`src/pkg/kdc_pkg.sv`:
```
/*
  kdc_pkg: register offsets, reset values, field layout and timing
  constants for the keyscan debounce / interrupt configuration block.
  Assumes a 100 MHz core clock.
*/
package kdc_pkg;
  localparam logic [7:0]  OFS_DEBOUNCE    = 8'h02;
  localparam logic [7:0]  OFS_IRQ_POLICY  = 8'h03;
  localparam logic [7:0]  OFS_PORTS       = 8'h04;
  localparam logic [7:0]  RST_DEBOUNCE    = 8'hFF;
  localparam logic [7:0]  RST_IRQ_POLICY  = 8'h00;
  localparam logic [7:0]  RST_PORTS       = 8'hFE;
  localparam int          PORTS_IRQ_BIT   = 1;
  localparam int          DEB_BASE_MS     = 9;
  localparam int          CLK_HZ          = 100_000_000;
  localparam int          CYC_PER_MS      = CLK_HZ / 1000;
  localparam int          FIFO_CNT_W      = 5;
endpackage

```
`src/hw/kdc_ms_tick.sv`:
```
/*
  kdc_ms_tick: divides the core clock to a one-cycle millisecond enable.
  Assumes a single clock domain and asynchronous active-low reset.
*/
`timescale 1ns/1ps
module kdc_ms_tick #(
  parameter int DIV = kdc_pkg::CYC_PER_MS
) (
  input  wire logic clk,
  input  wire logic reset_n,
  output logic      ms_tick
);
  logic [31:0] cnt;
  logic [31:0] next_cnt;

  always_comb begin
    next_cnt = (cnt == 32'(DIV - 1)) ? 32'h0 : cnt + 32'h1;
  end

  always_ff @(posedge clk or negedge reset_n) begin
    if (!reset_n) begin
      cnt <= 32'h0;
    end else begin
      cnt <= next_cnt;
    end
  end

  assign ms_tick = (cnt == 32'(DIV - 1));
endmodule // kdc_ms_tick

```
`src/hw/kdc_config.sv`:
```
/*
  kdc_config: debounce period generator, column output allocation and
  key-event interrupt generation from three 8-bit configuration registers.
  Assumes a register port (address, write strobe, data) from the serial
  bus decoder on the same clock, and an event count from the FIFO logic.
*/
// Notes on behaviour
// - debounce period is 9 ms plus code ms, code 0..31.
// - output-select zero keeps all columns as key-scan columns.
// - codes 1..5 turn columns 7, 7-6, 7-5, 7-4, 7-3 into outputs.
// - upper two select bits set makes columns 7 down to 2 outputs.
// - time code 1 asserts interrupt at end of every debounce cycle.
// - time code N asserts every N debounce cycles; zero disables it.
// - FIFO code C asserts at 2C+2 queued events, code 7 at 14; zero disables it.
// - both nonzero fields apply both triggers together.
// - as plain output, port bit low pulls pin low, one releases it.
`timescale 1ns/1ps
module kdc_config #(
  parameter int MS_DIV = kdc_pkg::CYC_PER_MS
) (
  input  wire logic                         clk,
  input  wire logic                         reset_n,
  input  wire logic [7:0]                   reg_addr,
  input  wire logic                         reg_wr,
  input  wire logic [7:0]                   reg_wdata,
  output logic      [7:0]                   reg_rdata,
  input  wire logic [kdc_pkg::FIFO_CNT_W-1:0] fifo_count,
  input  wire logic                         irq_clear,
  output logic                              debounce_end,
  output logic      [7:0]                   general_output_line_en,
  output logic                              key_event_irq_pin_o,
  output logic                              key_event_irq_pin_oe
);
  // ==========================================================
  // registers
  logic [7:0] deb_reg;
  logic [7:0] pol_reg;
  logic [7:0] port_reg;
  logic [7:0] next_deb_reg;
  logic [7:0] next_pol_reg;
  logic [7:0] next_port_reg;

  always_comb begin
    next_deb_reg  = deb_reg;
    next_pol_reg  = pol_reg;
    next_port_reg = port_reg;
    if (reg_wr) begin
      case (reg_addr)
        kdc_pkg::OFS_DEBOUNCE:   next_deb_reg  = reg_wdata;
        kdc_pkg::OFS_IRQ_POLICY: next_pol_reg  = reg_wdata;
        kdc_pkg::OFS_PORTS:      next_port_reg = {reg_wdata[7:1], 1'b0};
        default:                 next_deb_reg  = deb_reg;
      endcase
    end
  end

  always_ff @(posedge clk or negedge reset_n) begin
    if (!reset_n) begin
      deb_reg  <= kdc_pkg::RST_DEBOUNCE;
      pol_reg  <= kdc_pkg::RST_IRQ_POLICY;
      port_reg <= kdc_pkg::RST_PORTS;
    end else begin
      deb_reg  <= next_deb_reg;
      pol_reg  <= next_pol_reg;
      port_reg <= next_port_reg;
    end
  end

  always_comb begin
    case (reg_addr)
      kdc_pkg::OFS_DEBOUNCE:   reg_rdata = deb_reg;
      kdc_pkg::OFS_IRQ_POLICY: reg_rdata = pol_reg;
      kdc_pkg::OFS_PORTS:      reg_rdata = port_reg;
      default:                 reg_rdata = 8'h00;
    endcase
  end

  // ==========================================================
  // column output allocation
  function automatic logic [7:0] col_mask(input logic [2:0] sel);
    case (sel)
      3'h0:    col_mask = 8'h00;
      3'h1:    col_mask = 8'h80;
      3'h2:    col_mask = 8'hC0;
      3'h3:    col_mask = 8'hE0;
      3'h4:    col_mask = 8'hF0;
      3'h5:    col_mask = 8'hF8;
      default: col_mask = 8'hFC;
    endcase
  endfunction

  logic [7:0] next_gol;
  always_comb begin
    next_gol = col_mask(deb_reg[7:5]);
  end

  always_ff @(posedge clk or negedge reset_n) begin
    if (!reset_n) begin
      general_output_line_en <= 8'h00;
    end else begin
      general_output_line_en <= next_gol;
    end
  end

  // ==========================================================
  // debounce period
  logic       ms_tick;
  logic [5:0] ms_cnt;
  logic [5:0] next_ms_cnt;
  logic       deb_done;

  kdc_ms_tick #(.DIV(MS_DIV)) u_tick (
    .clk     (clk),
    .reset_n (reset_n),
    .ms_tick (ms_tick)
  );

  // period ends after 9 + code milliseconds
  assign deb_done = ms_tick &&
    (ms_cnt == 6'(kdc_pkg::DEB_BASE_MS - 1) + {1'b0, deb_reg[4:0]});

  always_comb begin
    next_ms_cnt = ms_cnt;
    if (deb_done) begin
      next_ms_cnt = 6'h00;
    end else if (ms_tick) begin
      next_ms_cnt = ms_cnt + 6'h01;
    end
  end

  // ==========================================================
  // interrupt generation
  logic [4:0] per_cnt;
  logic [4:0] next_per_cnt;
  logic       irq;
  logic       next_irq;
  logic       next_deb_end;
  logic       time_hit;
  logic       fifo_hit;
  logic       fifo_lvl_d;
  logic       fifo_lvl;

  localparam int FIFO_W = kdc_pkg::FIFO_CNT_W;

  // level 2C+2, code 7 tops out at 14 events
  function automatic logic [FIFO_W-1:0] fifo_thr(input logic [2:0] code);
    if (code == 3'h7) begin
      fifo_thr = FIFO_W'(8'h0E);
    end else begin
      fifo_thr = FIFO_W'({code, 1'b0}) + FIFO_W'(8'h02);
    end
  endfunction

  assign fifo_lvl = (pol_reg[7:5] != 3'h0) &&
    (fifo_count >= fifo_thr(pol_reg[7:5]));

  assign time_hit = deb_done && (pol_reg[4:0] != 5'h00) &&
                    (per_cnt + 5'h01 >= pol_reg[4:0]);
  assign fifo_hit = fifo_lvl && !fifo_lvl_d;

  always_comb begin
    next_per_cnt = per_cnt;
    if (pol_reg[4:0] == 5'h00 || time_hit) begin
      next_per_cnt = 5'h00;
    end else if (deb_done) begin
      next_per_cnt = per_cnt + 5'h01;
    end
    next_irq = irq;
    if (irq_clear) begin
      next_irq = 1'b0;
    end
    if (time_hit || fifo_hit) begin
      next_irq = 1'b1;
    end
    if (pol_reg == 8'h00) begin
      next_irq = 1'b0;
    end
    next_deb_end = deb_done;
  end

  always_ff @(posedge clk or negedge reset_n) begin
    if (!reset_n) begin
      ms_cnt       <= 6'h00;
      per_cnt      <= 5'h00;
      irq          <= 1'b0;
      fifo_lvl_d   <= 1'b0;
      debounce_end <= 1'b0;
    end else begin
      ms_cnt       <= next_ms_cnt;
      per_cnt      <= next_per_cnt;
      irq          <= next_irq;
      fifo_lvl_d   <= fifo_lvl;
      debounce_end <= next_deb_end;
    end
  end

  // ==========================================================
  // pin drive: open drain, low when asserted, or when port bit low with policy register zero
  assign key_event_irq_pin_o  = 1'b0;
  assign key_event_irq_pin_oe = (pol_reg == 8'h00) ?
    !port_reg[kdc_pkg::PORTS_IRQ_BIT] : irq;
endmodule // kdc_config

```
`config.mk`:
```
export PLATFORM = sky130hd
export DESIGN_NAME = kdc_config
export DESIGN_NICKNAME = d
export VERILOG_FILES = /design/src/pkg/kdc_pkg.sv /design/src/hw/kdc_ms_tick.sv /design/src/hw/kdc_config.sv
export SDC_FILE = /design/constraint.sdc
export NUM_CORES = 1
export LEC_CHECK = 0
export BUFFER_PORTS_ARGS = -buffer_cell sky130_fd_sc_hd__buf_2
export CAP_MARGIN = 20
export CORE_MARGIN = 5
export CORE_UTILIZATION = 55
export DETAILED_ROUTE_END_ITERATION = 12
export PLACE_DENSITY = 0.86
export SETUP_SLACK_MARGIN = 0.05
export SLEW_MARGIN = 10
export SYNTH_ARGS = -nofsm -noshare
export SYNTH_HDL_FRONTEND = slang
export SYNTH_SLANG_ARGS = --single-unit
```
`constraint.sdc`:
```
create_clock -name clk -period 2.35 [get_ports clk]
set_input_delay 0.3525 -clock clk [delete_from_list [all_inputs] [get_ports clk]]
set_output_delay 0.3525 -clock clk [all_outputs]
set_load 0.02 [all_outputs]
```
Yosys cells after proc, flatten, opt, wreduce, memory -nomap -nowiden --
Index checks and enable logic that the tools add are counted.
Cells by class: order comparisons 2, equality and inequality tests 11, mux-type cells 12, $add $sub $neg 5, reductions and logical operators 20
Operators by type and width (count):
- $pmux W8 S6 | 1
- $add A32 B1 Y32 const B | 1
- $eq A32 B17 Y1 const B | 1
- $mux W32 | 1
- $pmux W8 S3 | 1
- $eq A8 B2 Y1 const B | 2
- $mux W5 | 3
- $mux W6 | 2
- $ge A5 B5 Y1 | 2
- $eq A3 B3 Y1 const B | 3
- $eq A8 B3 Y1 const B | 1
- $logic_not A8 Y1 | 1
- $add A4 B5 Y6 const A | 1
- $add A6 B1 Y6 const B | 1
- $eq A3 B2 Y1 const B | 2
- $eq A6 B6 Y1 | 1
- $reduce_and A2 Y1 | 3
- $reduce_bool A3 Y1 | 2
- $add A4 B2 Y5 const B | 1
- $add A5 B1 Y5 const B | 1
- $logic_and A1 B1 Y1 | 5
- $logic_not A5 Y1 | 1
- $reduce_bool A5 Y1 | 1
- $mux W1 | 4
- other kinds (5) | 8
Word-level totals: logic and storage cells 60, register bits after elaboration 77, input port bits 25

Logic depth before layout (Yosys ltp) --
Gate-level depths: netlist of the first run.
word-level depth 8, gate-level depth with buffers 9, gate-level depth less buffers 9

Cells and area by module --
A second synthesis of the first run with hierarchy kept.
Unflattened totals: cell total of the unflattened synthesis 347, area total of the unflattened synthesis 3871.2 um^2
By module, submodules not included:
- kdc_config | times used 1, area each 2303.5 um^2, cells an instance 204, sequential area each 1094.8 um^2
- kdc_ms_tick | times used 1, area each 1567.8 um^2, cells an instance 143, sequential area each 800.8 um^2

Least setup slack after synthesis of the first run --
No wires, ideal clock.
path kind reg2out, start point reg pol_reg[4], end point out key_event_irq_pin_oe, stages on the path, launching flop included 5, arrival time 1862 ps, data required time 1997 ps, setup slack 135 ps, cells stage by stage dfrtp_1 > or4_1 > nor2_1 > and4_1 > mux2i_1
On the way: longest elaborated chain between the ends 2
Ends and longest elaborated chain:
- start, declared | RTL line kdc_config.sv:37 | logic [7:0] pol_reg;
- start signal, assigned | RTL line kdc_config.sv:60 | pol_reg <= kdc_pkg::RST_IRQ_POLICY;
- start signal, assigned | RTL line kdc_config.sv:64 | pol_reg <= next_pol_reg;
- $logic_not A8 Y1 | RTL line kdc_config.sv:200 | assign key_event_irq_pin_oe = (pol_reg == 8'h00) ?
- $mux W1 | RTL line kdc_config.sv:200
- end, declared | RTL line kdc_config.sv:32 | output logic key_event_irq_pin_oe
Every way passes these cells.

Worst setup path after layout of the first run --
Ends and elaborated chain as after synthesis.

==> results.ini, run 1 <==
[clock_tree]
clock_sinks=75
htreeDepth=3
ctsHoldBuffers=0
path_clk_slew_ns=0.08
numCtsBuffers=9
cts_tree=built
clockBufferDepth=2
clkLatencyLatePin_ns=0.35
cts-root-buf=clkbuf_8

[power_and_ir_drop]
leakagePower_nw=2.21
power_w=0.00278
peakVddDrop_mv=0.550
power_switching_w=0.000637
clkPwrFrac=0.430
power_switching_share=0.229
p_seq_frac=0.486
p_int_w=0.00214
p_per_area_nw_per_um2=609
power_frac_comb=0.083

[layout]
syn_to_final_growth_pct=16.8
num_antenna_cells=0
utilization=0.664
drive_above_1_share=0.320
largest_reg_flops=32
final_cell_mix=dfrtp_1 (60), buf_2 (39), mux2_2 (24)
stdcell_area_um2=4560
final_common_cell=dfrtp_1
n_fill_cell=482
nets=451

[routing]
antenna_left=0
drc_errors=0
drt_wl_total_um=8650
vias=3019
first_iter_violations=146
vias_per_cell=5.90
drt-pass1-iter-count=5
wl_per_cell_um=16.9

[critical_path]
cpLargestDelayFamily=simple AND/OR/NAND/NOR gates
end_kind=primary output
slowest_delay_ns=0.54
worst-path-buf-inv=1
critPathLaunch=pol_reg[4]$_DFFE_PN0P_
crit_path_start_kind=flop
reg2reg_from=per_cnt[0]$_DFFE_PN0P_
worstPathCellList=or4_1, nor2_2, and4_4, mux2i_2, buf_4
worstSetupPathType=reg -> out
required_ns=2.00
cp_max_fo=2
arrival_ns=2.10
crit_slowest_cell=or4_1

[logic_synthesis]
synth_flop_cell=dfrtp_1
synth-seq-cells=75
synthDistinctLibCells=49
postSynthCellCount=356
synth_edf_count=0
ys_seq_area_frac=0.485
syn_avg_cell_area_um2=11.0
async_flop_share=1.00
netlist_area_um2=3910
ys_warn_count=0

[timing]
rsz0062_at_grt=true
hold_violations=0
min_period_ns=2.45
period_share=1.04
max-slew-margin-rel=0.526
report.final.slew_viol_count=0
tightestPinTransition_ns=0.710
fin_ws_ns=-0.102
setup_viol_count_final=1
skew_ns=0.00951
fmax_mhz=408

[status]
status=finished with violations
violations=negative setup slack

[grt]
track_usage=0.203
grt_overflow_total=0
grt_max_degree=31
grt_pass1_wl_um=14000
grt_pass1_vias=2966
antenna_found_initial=0

[placement]
placed_area_um2=4240
dpl_worst_slack_ns=0.0203
port_buffers=40
gp_congestion=0.847
place_hpwl_um=6080

[floorplanning]
rows=30
die_h_um=94.3
die_area_um2=8890
die_w_um=94.3
core_area_um2=6870
initial_utilization=0.569
io_pins=44

[min_path]
hold_path_class=in -> async

[run]
drv_cap=0

synth_stat cells (3+ instances only):
cell type	count	area, µm²
nor3_1	3	15.0
nor2_1	20	75.1
and2_1	7	43.8
mux2_2	24	270
nand4_1	10	62.6
and4_1	6	52.6
nand2_2	3	18.8
o21ai_0	6	30.0
a21oi_1	9	45.0
inv_1	20	75.1
xor2_1	17	149
a21o_1	3	22.5
and3_1	8	50.1
xnor2_1	22	193
or2_2	3	18.8
a222oi_1	7	70.1
nor4_1	9	56.3
buf_4	7	52.6
ha_1	15	188
clkbuf_1	3	11.3
nand2b_1	5	31.3
nand2_1	19	71.3
nand3_1	20	100
dfrtp_1	60	1500
or3_1	3	18.8
dfstp_2	15	394
worst register-to-register path: stages (launching register included):
cell     delay (ns)
dfrtp_1        0.48
ha_4           0.20
nand3_1        0.12
xnor2_2        0.17
ha_1           0.33
a21o_1         0.16
a31oi_1        0.05
buf_4          0.16
o41a_1         0.34
a21oi_2        0.13
metal layers:
| metal | vias up | track usage | wire (µm) |
|---|---|---|---|
| met5 | - | 0 | 0 |
| met3 | 20 | 0.0513 | 598 |
| met4 | 0 | 0.0806 | 148 |
| li1 | 1385 | - | - |
| met1 | 1471 | 0.257 | 3530 |
| met2 | 143 | 0.332 | 4370 |
timing repair:
action / CTS / global route
setup buffers: 3 / 1
resized for setup: 6 / 8
pin swaps: 3 / 4
setup endpoints to repair: 3 / 10
path summary, 6_finish.rpt:
check / end / slack [ns] / cells after the start
min in group clk: deb_reg[0]$_DFFE_PN1P_ / 0.25 / 2
worst min-delay path: general_output_line_en[3]$_DFF_PN0_ / 0.05 / 1
worst max-delay path: key_event_irq_pin_oe / -0.10 / 5
max in group asynchronous: u_tick.cnt[11]$_DFF_PN0_ / 1.59 / 2
worst max register to register: irq$_DFFE_PN0P_ / 0.15 / 9
worst min register to register: general_output_line_en[4]$_DFF_PN0_ / 0.45 / 0
logic make-up (layout without fill, tap and decap cells):
family                     after synthesis  in the layout  synth area share
adders and majority gates               15             15            0.0480
AOI/OAI and AO/OA                       37             37            0.0692
buffers and inverters                   33             91            0.0426
DFF                                     75             75             0.485
other                                    1              3          0.000960
xor gates and xnor gates                39             39            0.0874
and+or+nand+nor                        130            130             0.192
muxes                                   26             26            0.0743
power groups by stage:
| stage | Sequential (W) | Clock, W | Combinational [W] |
|---|---|---|---|
| floorplan | 0.00137 | 0 | 0.0000988 |
| finish | 0.00135 | 0.00119 | 0.000231 |
| detailed placement | 0.00137 | 0 | 0.000201 |
| CTS | 0.00135 | 0.00121 | 0.000227 |
| global placement | 0.00137 | 0 | 0.000192 |
| global route | 0.00135 | 0.00127 | 0.000253 |
through the flow:
step | hold slack [ns] | cells | TNS, ns
4_1_cts | 0.0671 | 511 | -0.0900
3_3_place_gp | 0.431 | 492 | 0
6_report | 0.0522 | 512 | -0.102
5_1_grt | 0.0900 | 512 | -0.143
3_5_place_dp | 0.443 | 492 | 0
2_1_floorplan | 0.0569 | 358 | 0
area by class of cell:
| type | instances | area, µm² | share of cell area |
|---|---|---|---|
| clock buffers | 10 | 128 | 0.0280 |
| multi-input cells | 250 | 1900 | 0.417 |
| well taps | 96 | 120 | 0.0263 |
| repair buffers | 55 | 328 | 0.0718 |
| inverters | 20 | 75.1 | 0.0165 |
| clock inverters | 6 | 113 | 0.0247 |
| flip-flops and latches | 75 | 1900 | 0.415 |
Note: power is estimated with default switching activity, not from simulation.
==> run 2, diff against run 1 <==
BUFFER_PORTS_ARGS = unset   (was -buffer_cell sky130_fd_sc_hd__buf_2)
DONT_BUFFER_PORTS = 1   (was unset)
GPL_ROUTABILITY_DRIVEN = 1   (was unset)
PLACE_DENSITY = 0.8   (was 0.86)
==> run 2 against run 1 <==
  * The flow still finishes with violations (negative setup slack)
  * Cell count down 8.0%
  * Wire length down 9.6%
  * Critical endpoint unchanged
  * Core utilization down 3.0 points
  * Combinational power down 18%
  * Register-to-register slack about the same
  * Die area unchanged
  * Flip-flop and latch count unchanged
  * Critical path depth unchanged
  * Sequential share of layout area up 1.9 points
  * Power down 0.88%
  * First-iteration DRC count up 9.6%
==> results.ini, run 2 (synthesis results as in run 1) <==
[status]
status=finished with violations
violations=negative setup slack

[floorplanning]
io_pins=44
die_h_um=94.3
rows=30
die_area_um2=8890
core_area_um2=6870
die_w_um=94.3
initial_utilization=0.569

[power_and_ir_drop]
clkPwrFrac=0.437
p_seq_frac=0.494
power_switching_share=0.217
peakVddDrop_mv=0.499
power_frac_comb=0.069
power_switching_w=0.000598
leakagePower_nw=2.02
p_int_w=0.00215
p_per_area_nw_per_um2=631

[layout]
n_fill_cell=528
seq_area_um2=1900
final_common_cell=dfrtp_1
syn_to_final_growth_pct=11.6
utilization=0.635
multi_input_area_um2=1900
nets=410
drive_above_1_share=0.235
largest_reg_flops=32
num_antenna_cells=0
final_cell_mix=dfrtp_1 (60), mux2_2 (24), xnor2_1 (22)

[routing]
vias=2766
wl_per_cell_um=16.6
vias_per_cell=5.87
first_iter_violations=160
drt_wl_total_um=7810
antenna_left=0
drt-pass1-iter-count=4
drc_errors=0

[grt]
grt_overflow_total=0
antenna_found_initial=0
track_usage=0.191
grt_pass1_wl_um=13100
grt_max_degree=76
grt_pass1_vias=2691

[clock_tree]
cts-root-buf=clkbuf_8
numCtsBuffers=9
clockBufferDepth=2
clkLatencyLatePin_ns=0.35
clock_sinks=75
path_clk_slew_ns=0.08
htreeDepth=3
cts_tree=built

[placement]
place_hpwl_um=5490
port_buffers=0
dpl_worst_slack_ns=0.126
gp_congestion=0.867

[timing]
setup_viol_count_final=1
hold_violations=0
period_share=1.01
fin_ws_ns=-0.0141
skew_ns=0.0113
holdWs_ns=0.152
fmax_mhz=423
report.final.slew_viol_count=0
rsz0062_at_grt=true
min_period_ns=2.36

[critical_path]
slowest_delay_ns=0.55
crit_slowest_cell=or4_4
worstSetupPathType=reg -> out
cpLargestDelayFamily=simple AND/OR/NAND/NOR gates
end_kind=primary output
cp_max_fo=2
arrival_ns=2.01
worst-path-buf-inv=1
crit_path_start_kind=flop
worstPathCellList=or4_4, nor2_4, and4_4, mux2i_2, buf_4
required_ns=2.00

[run]
drv_cap=0

[min_path]
hold_path_class=in -> reg

[run 2: changes by cell type in the layout (fill, tap and decap cells not counted), sizes merged]
cell	change
clkbuf	+2
clkinv	-1
buf	-42
inv	-1
dlygate4sd3	+1
[run 2: cell type report]
type,count,share of cell area
clock buffer,12,0.0333
inverter,20,0.0172
sequential,75,0.435
tap,96,0.0275
timing repair buffer,14,0.0293
multi-input combinational,250,0.435
clock inverter,4,0.0227
[run 2: path summary, 6_finish.rpt]
kind,from,endpoint,slack (ns),cells after the start
max in group asynchronous,reset_n,deb_reg[3]$_DFFE_PN1P_,1.47,2
min in group asynchronous,reset_n,u_tick.cnt[28]$_DFF_PN0_,0.55,2
setup / recovery,pol_reg[2]$_DFFE_PN0P_,key_event_irq_pin_oe,-0.01,5
setup reg to reg,deb_reg[3]$_DFFE_PN1P_,irq$_DFFE_PN0P_,0.16,6
hold reg to reg,deb_reg[7]$_DFFE_PN1P_,general_output_line_en[4]$_DFF_PN0_,0.46,0
hold / removal,reg_wdata[3],pol_reg[3]$_DFFE_PN0P_,0.15,1
[run 2: power by group through the flow]
stage | logic, W | clock network, W | registers, W
6_report | 0.000190 | 0.00120 | 0.00136
5_1_grt | 0.000212 | 0.00129 | 0.00136
4_1_cts | 0.000177 | 0.00122 | 0.00136
3_5_place_dp | 0.000127 | 0 | 0.00138
3_3_place_gp | 0.000122 | 0 | 0.00138
2_1_floorplan | 0.0000988 | 0 | 0.00137
[run 2: stage by stage]
stage,setup TNS [ns],instance area [µm²],cells,power (W)
final,-0.0141,4360,471,0.00275
after global routing,-0.0876,4360,471,0.00286
after CTS,-0.0178,4320,471,0.00276
after detailed placement,0,4020,450,0.00151
after global placement,0,4020,450,0.00150
after floorplan,0,3910,358,0.00147
[run 2: routing by layer]
metal / part of all wire / vias to the layer above / track usage
li1: - / 1293 / -
met1: 0.44 / 1381 / 0.247
met2: 0.48 / 84 / 0.298
met3: 0.070 / 8 / 0.0569
met4: 0.017 / 0 / 0.0818
met5: 0 / - / 0
[run 2: repair_timing]
action,CTS,global route
cloned,0,0
hold buffers,2,0
buffers inserted,3,0
resized for setup,2,8
hold endpoints to repair,75,0
setup endpoints to repair,1,11
pin swaps,2,4
==> run 3, diff against run 2 <==
GPL_TIMING_DRIVEN = 0   (was unset)
==> run 3 against run 2 <==
  * The run now ends clean
  * Fmax is 2.7% higher
  * Final area rose by 0.66%
  * Wire length up 4.8%
  * Hold slack about the same
  * Sequential share of layout area decreased by 0.29 points
  * Largest power group unchanged
  * Setup slack improved by 0.062 ns
  * Register-to-register slack better by 0.02 ns
  * Flip-flop and latch count unchanged
  * Critical path depth down 1
  * Global-route usage up 1.5 points
  * Largest cell class unchanged
==> results.ini, run 3 (synthesis results as in run 1) <==
[clock_tree]
cts_tree=built
htreeDepth=3
clock_sinks=75
clkLatencyLatePin_ns=0.35
cts-root-buf=clkbuf_8
path_clk_slew_ns=0.08
numCtsBuffers=9
clockBufferDepth=2

[floorplanning]
io_pins=44
rows=30
initial_utilization=0.569
core_area_um2=6870
die_area_um2=8890
die_w_um=94.3
die_h_um=94.3

[layout]
n_fill_cell=525
final_common_cell=dfrtp_1
drive_above_1_share=0.244
final_cell_mix=dfrtp_1 (60), mux2_2 (24), xnor2_1 (22)
largest_reg_flops=32
utilization=0.639
multi_input_area_um2=1900
stdcell_area_um2=4390
num_antenna_cells=0
syn_to_final_growth_pct=12.4
seq_area_um2=1900
nets=416

[power_and_ir_drop]
power_frac_comb=0.075
leakagePower_nw=2.04
power_w=0.00268
p_seq_frac=0.507
p_int_w=0.00205
clkPwrFrac=0.417
peakVddDrop_mv=0.518
power_switching_w=0.000625
p_per_area_nw_per_um2=610
power_switching_share=0.233

[timing]
rsz0062_at_grt=true
fin_ws_ns=0.0479
setup_tns_ns=0
report.final.slew_viol_count=0
tightestPinTransition_ns=0.669
period_share=0.980
hold_violations=0
skew_ns=0.0113
max-slew-margin-rel=0.551
fmax_mhz=434
min_period_ns=2.30
setup_viol_count_final=0

[min_path]
hold_path.startpoint=reg_wdata[6]
hold_depth=1
hold_path_end=deb_reg[6]$_DFFE_PN1P_
hold_path_class=in -> reg

[critical_path]
arrival_ns=1.95
r2r_setup_slack_ns=0.18
r2r_cells=8
cpLargestDelayFamily=simple AND/OR/NAND/NOR gates
worst_r2r_endpoint=irq$_DFFE_PN0P_
worstPathCellList=or4_4, nor2_4, and4_4, mux2i_4
required_ns=2.00
crit_slowest_cell=or4_4
crit_path_start_kind=flop
worst-path-buf-inv=0
slowest_delay_ns=0.55
end_kind=primary output
reg2reg_from=per_cnt[0]$_DFFE_PN0P_
worstSetupPathType=reg -> out
cp_max_fo=2

[placement]
dpl_worst_slack_ns=-0.0996
placed_area_um2=4030
place_hpwl_um=5600
port_buffers=0
gp_congestion=0.842

[status]
status=completed

[grt]
track_usage=0.206
grt_overflow_total=0
grt_pass1_vias=3023
grt_max_degree=76
grt_pass1_wl_um=14200
antenna_found_initial=0

[routing]
drc_errors=0
wl_per_cell_um=17.2
drt-pass1-iter-count=7
vias_per_cell=5.86
vias=2793
antenna_left=0
first_iter_violations=187
drt_wl_total_um=8190

[run]
drv_cap=0

[run 3: cell count changes in the layout (fill, tap and decap cells not counted), sizes merged]
cell      before  now
inv           20   21
clkbuf        12   14
bufinv         3    2
buf           13   16
clkinvlp       0    1
[run 3: timing repair]
item / in CTS / in global routing
setup endpoints to repair: 8 / 9
gates resized for setup: 9 / 6
hold buffers: 2 / 0
hold endpoints to repair: 75 / 0
pin swaps: 2 / 3
buffers inserted: 3 / 2
gates cloned: 0 / 0
[run 3: cell type report]
type,instances,area share
buffer,13,0.0211
clock buffer,11,0.0322
clock inverter,5,0.0194
inverter,20,0.0171
multi-input combinational,250,0.434
sequential,75,0.432
tap,96,0.0274
timing repair buffer,7,0.0171
[run 3: how the worst max path moves through the flow]
stage / start / to / cells past startpoint
after floorplan: pol_reg[4]$_DFFE_PN0P_ / key_event_irq_pin_oe / 4
after global placement: pol_reg[4]$_DFFE_PN0P_ / key_event_irq_pin_oe / 4
after detailed placement: pol_reg[4]$_DFFE_PN0P_ / key_event_irq_pin_oe / 4
after CTS: pol_reg[4]$_DFFE_PN0P_ / key_event_irq_pin_oe / 4
after global routing: pol_reg[4]$_DFFE_PN0P_ / key_event_irq_pin_oe / 4
final: pol_reg[4]$_DFFE_PN0P_ / key_event_irq_pin_oe / 4
[run 3: layer usage]
layer	wire length (µm)	up-vias	global-route usage
met5	0	-	0
met4	133	0	0.0746
met3	540	14	0.0689
met2	4120	90	0.343
met1	3390	1378	0.248
li1	-	1311	-
[run 3: power groups by stage]
stage / logic [W] / clock network (W) / registers, W
finish: 0.000202 / 0.00112 / 0.00136
global route: 0.000223 / 0.00120 / 0.00136
CTS: 0.000187 / 0.00113 / 0.00136
floorplan: 0.0000988 / 0 / 0.00137
global placement: 0.000112 / 0 / 0.00138
detailed placement: 0.000119 / 0 / 0.00138
[run 3: through the flow]
| stage | hold WS, ns | std cells |
|---|---|---|
| 2_1_floorplan | 0.0569 | 358 |
| 3_3_place_gp | 0.0596 | 454 |
| 3_5_place_dp | 0.0600 | 454 |
| 4_1_cts | 0.144 | 475 |
| 5_1_grt | 0.136 | 477 |
| 6_report | 0.151 | 477 |
[run 3: worst register-to-register path, delay by kind of cell (launching register included)]
| kind | cells | cell delay (ns) |
|---|---|---|
| adders and majority gates | 2 | 0.56 |
| AOI/OAI and AO/OA | 4 | 0.91 |
| xor gates and xnor gates | 1 | 0.14 |
| DFF | 1 | 0.43 |
| and+or+nand+nor | 1 | 0.07 |
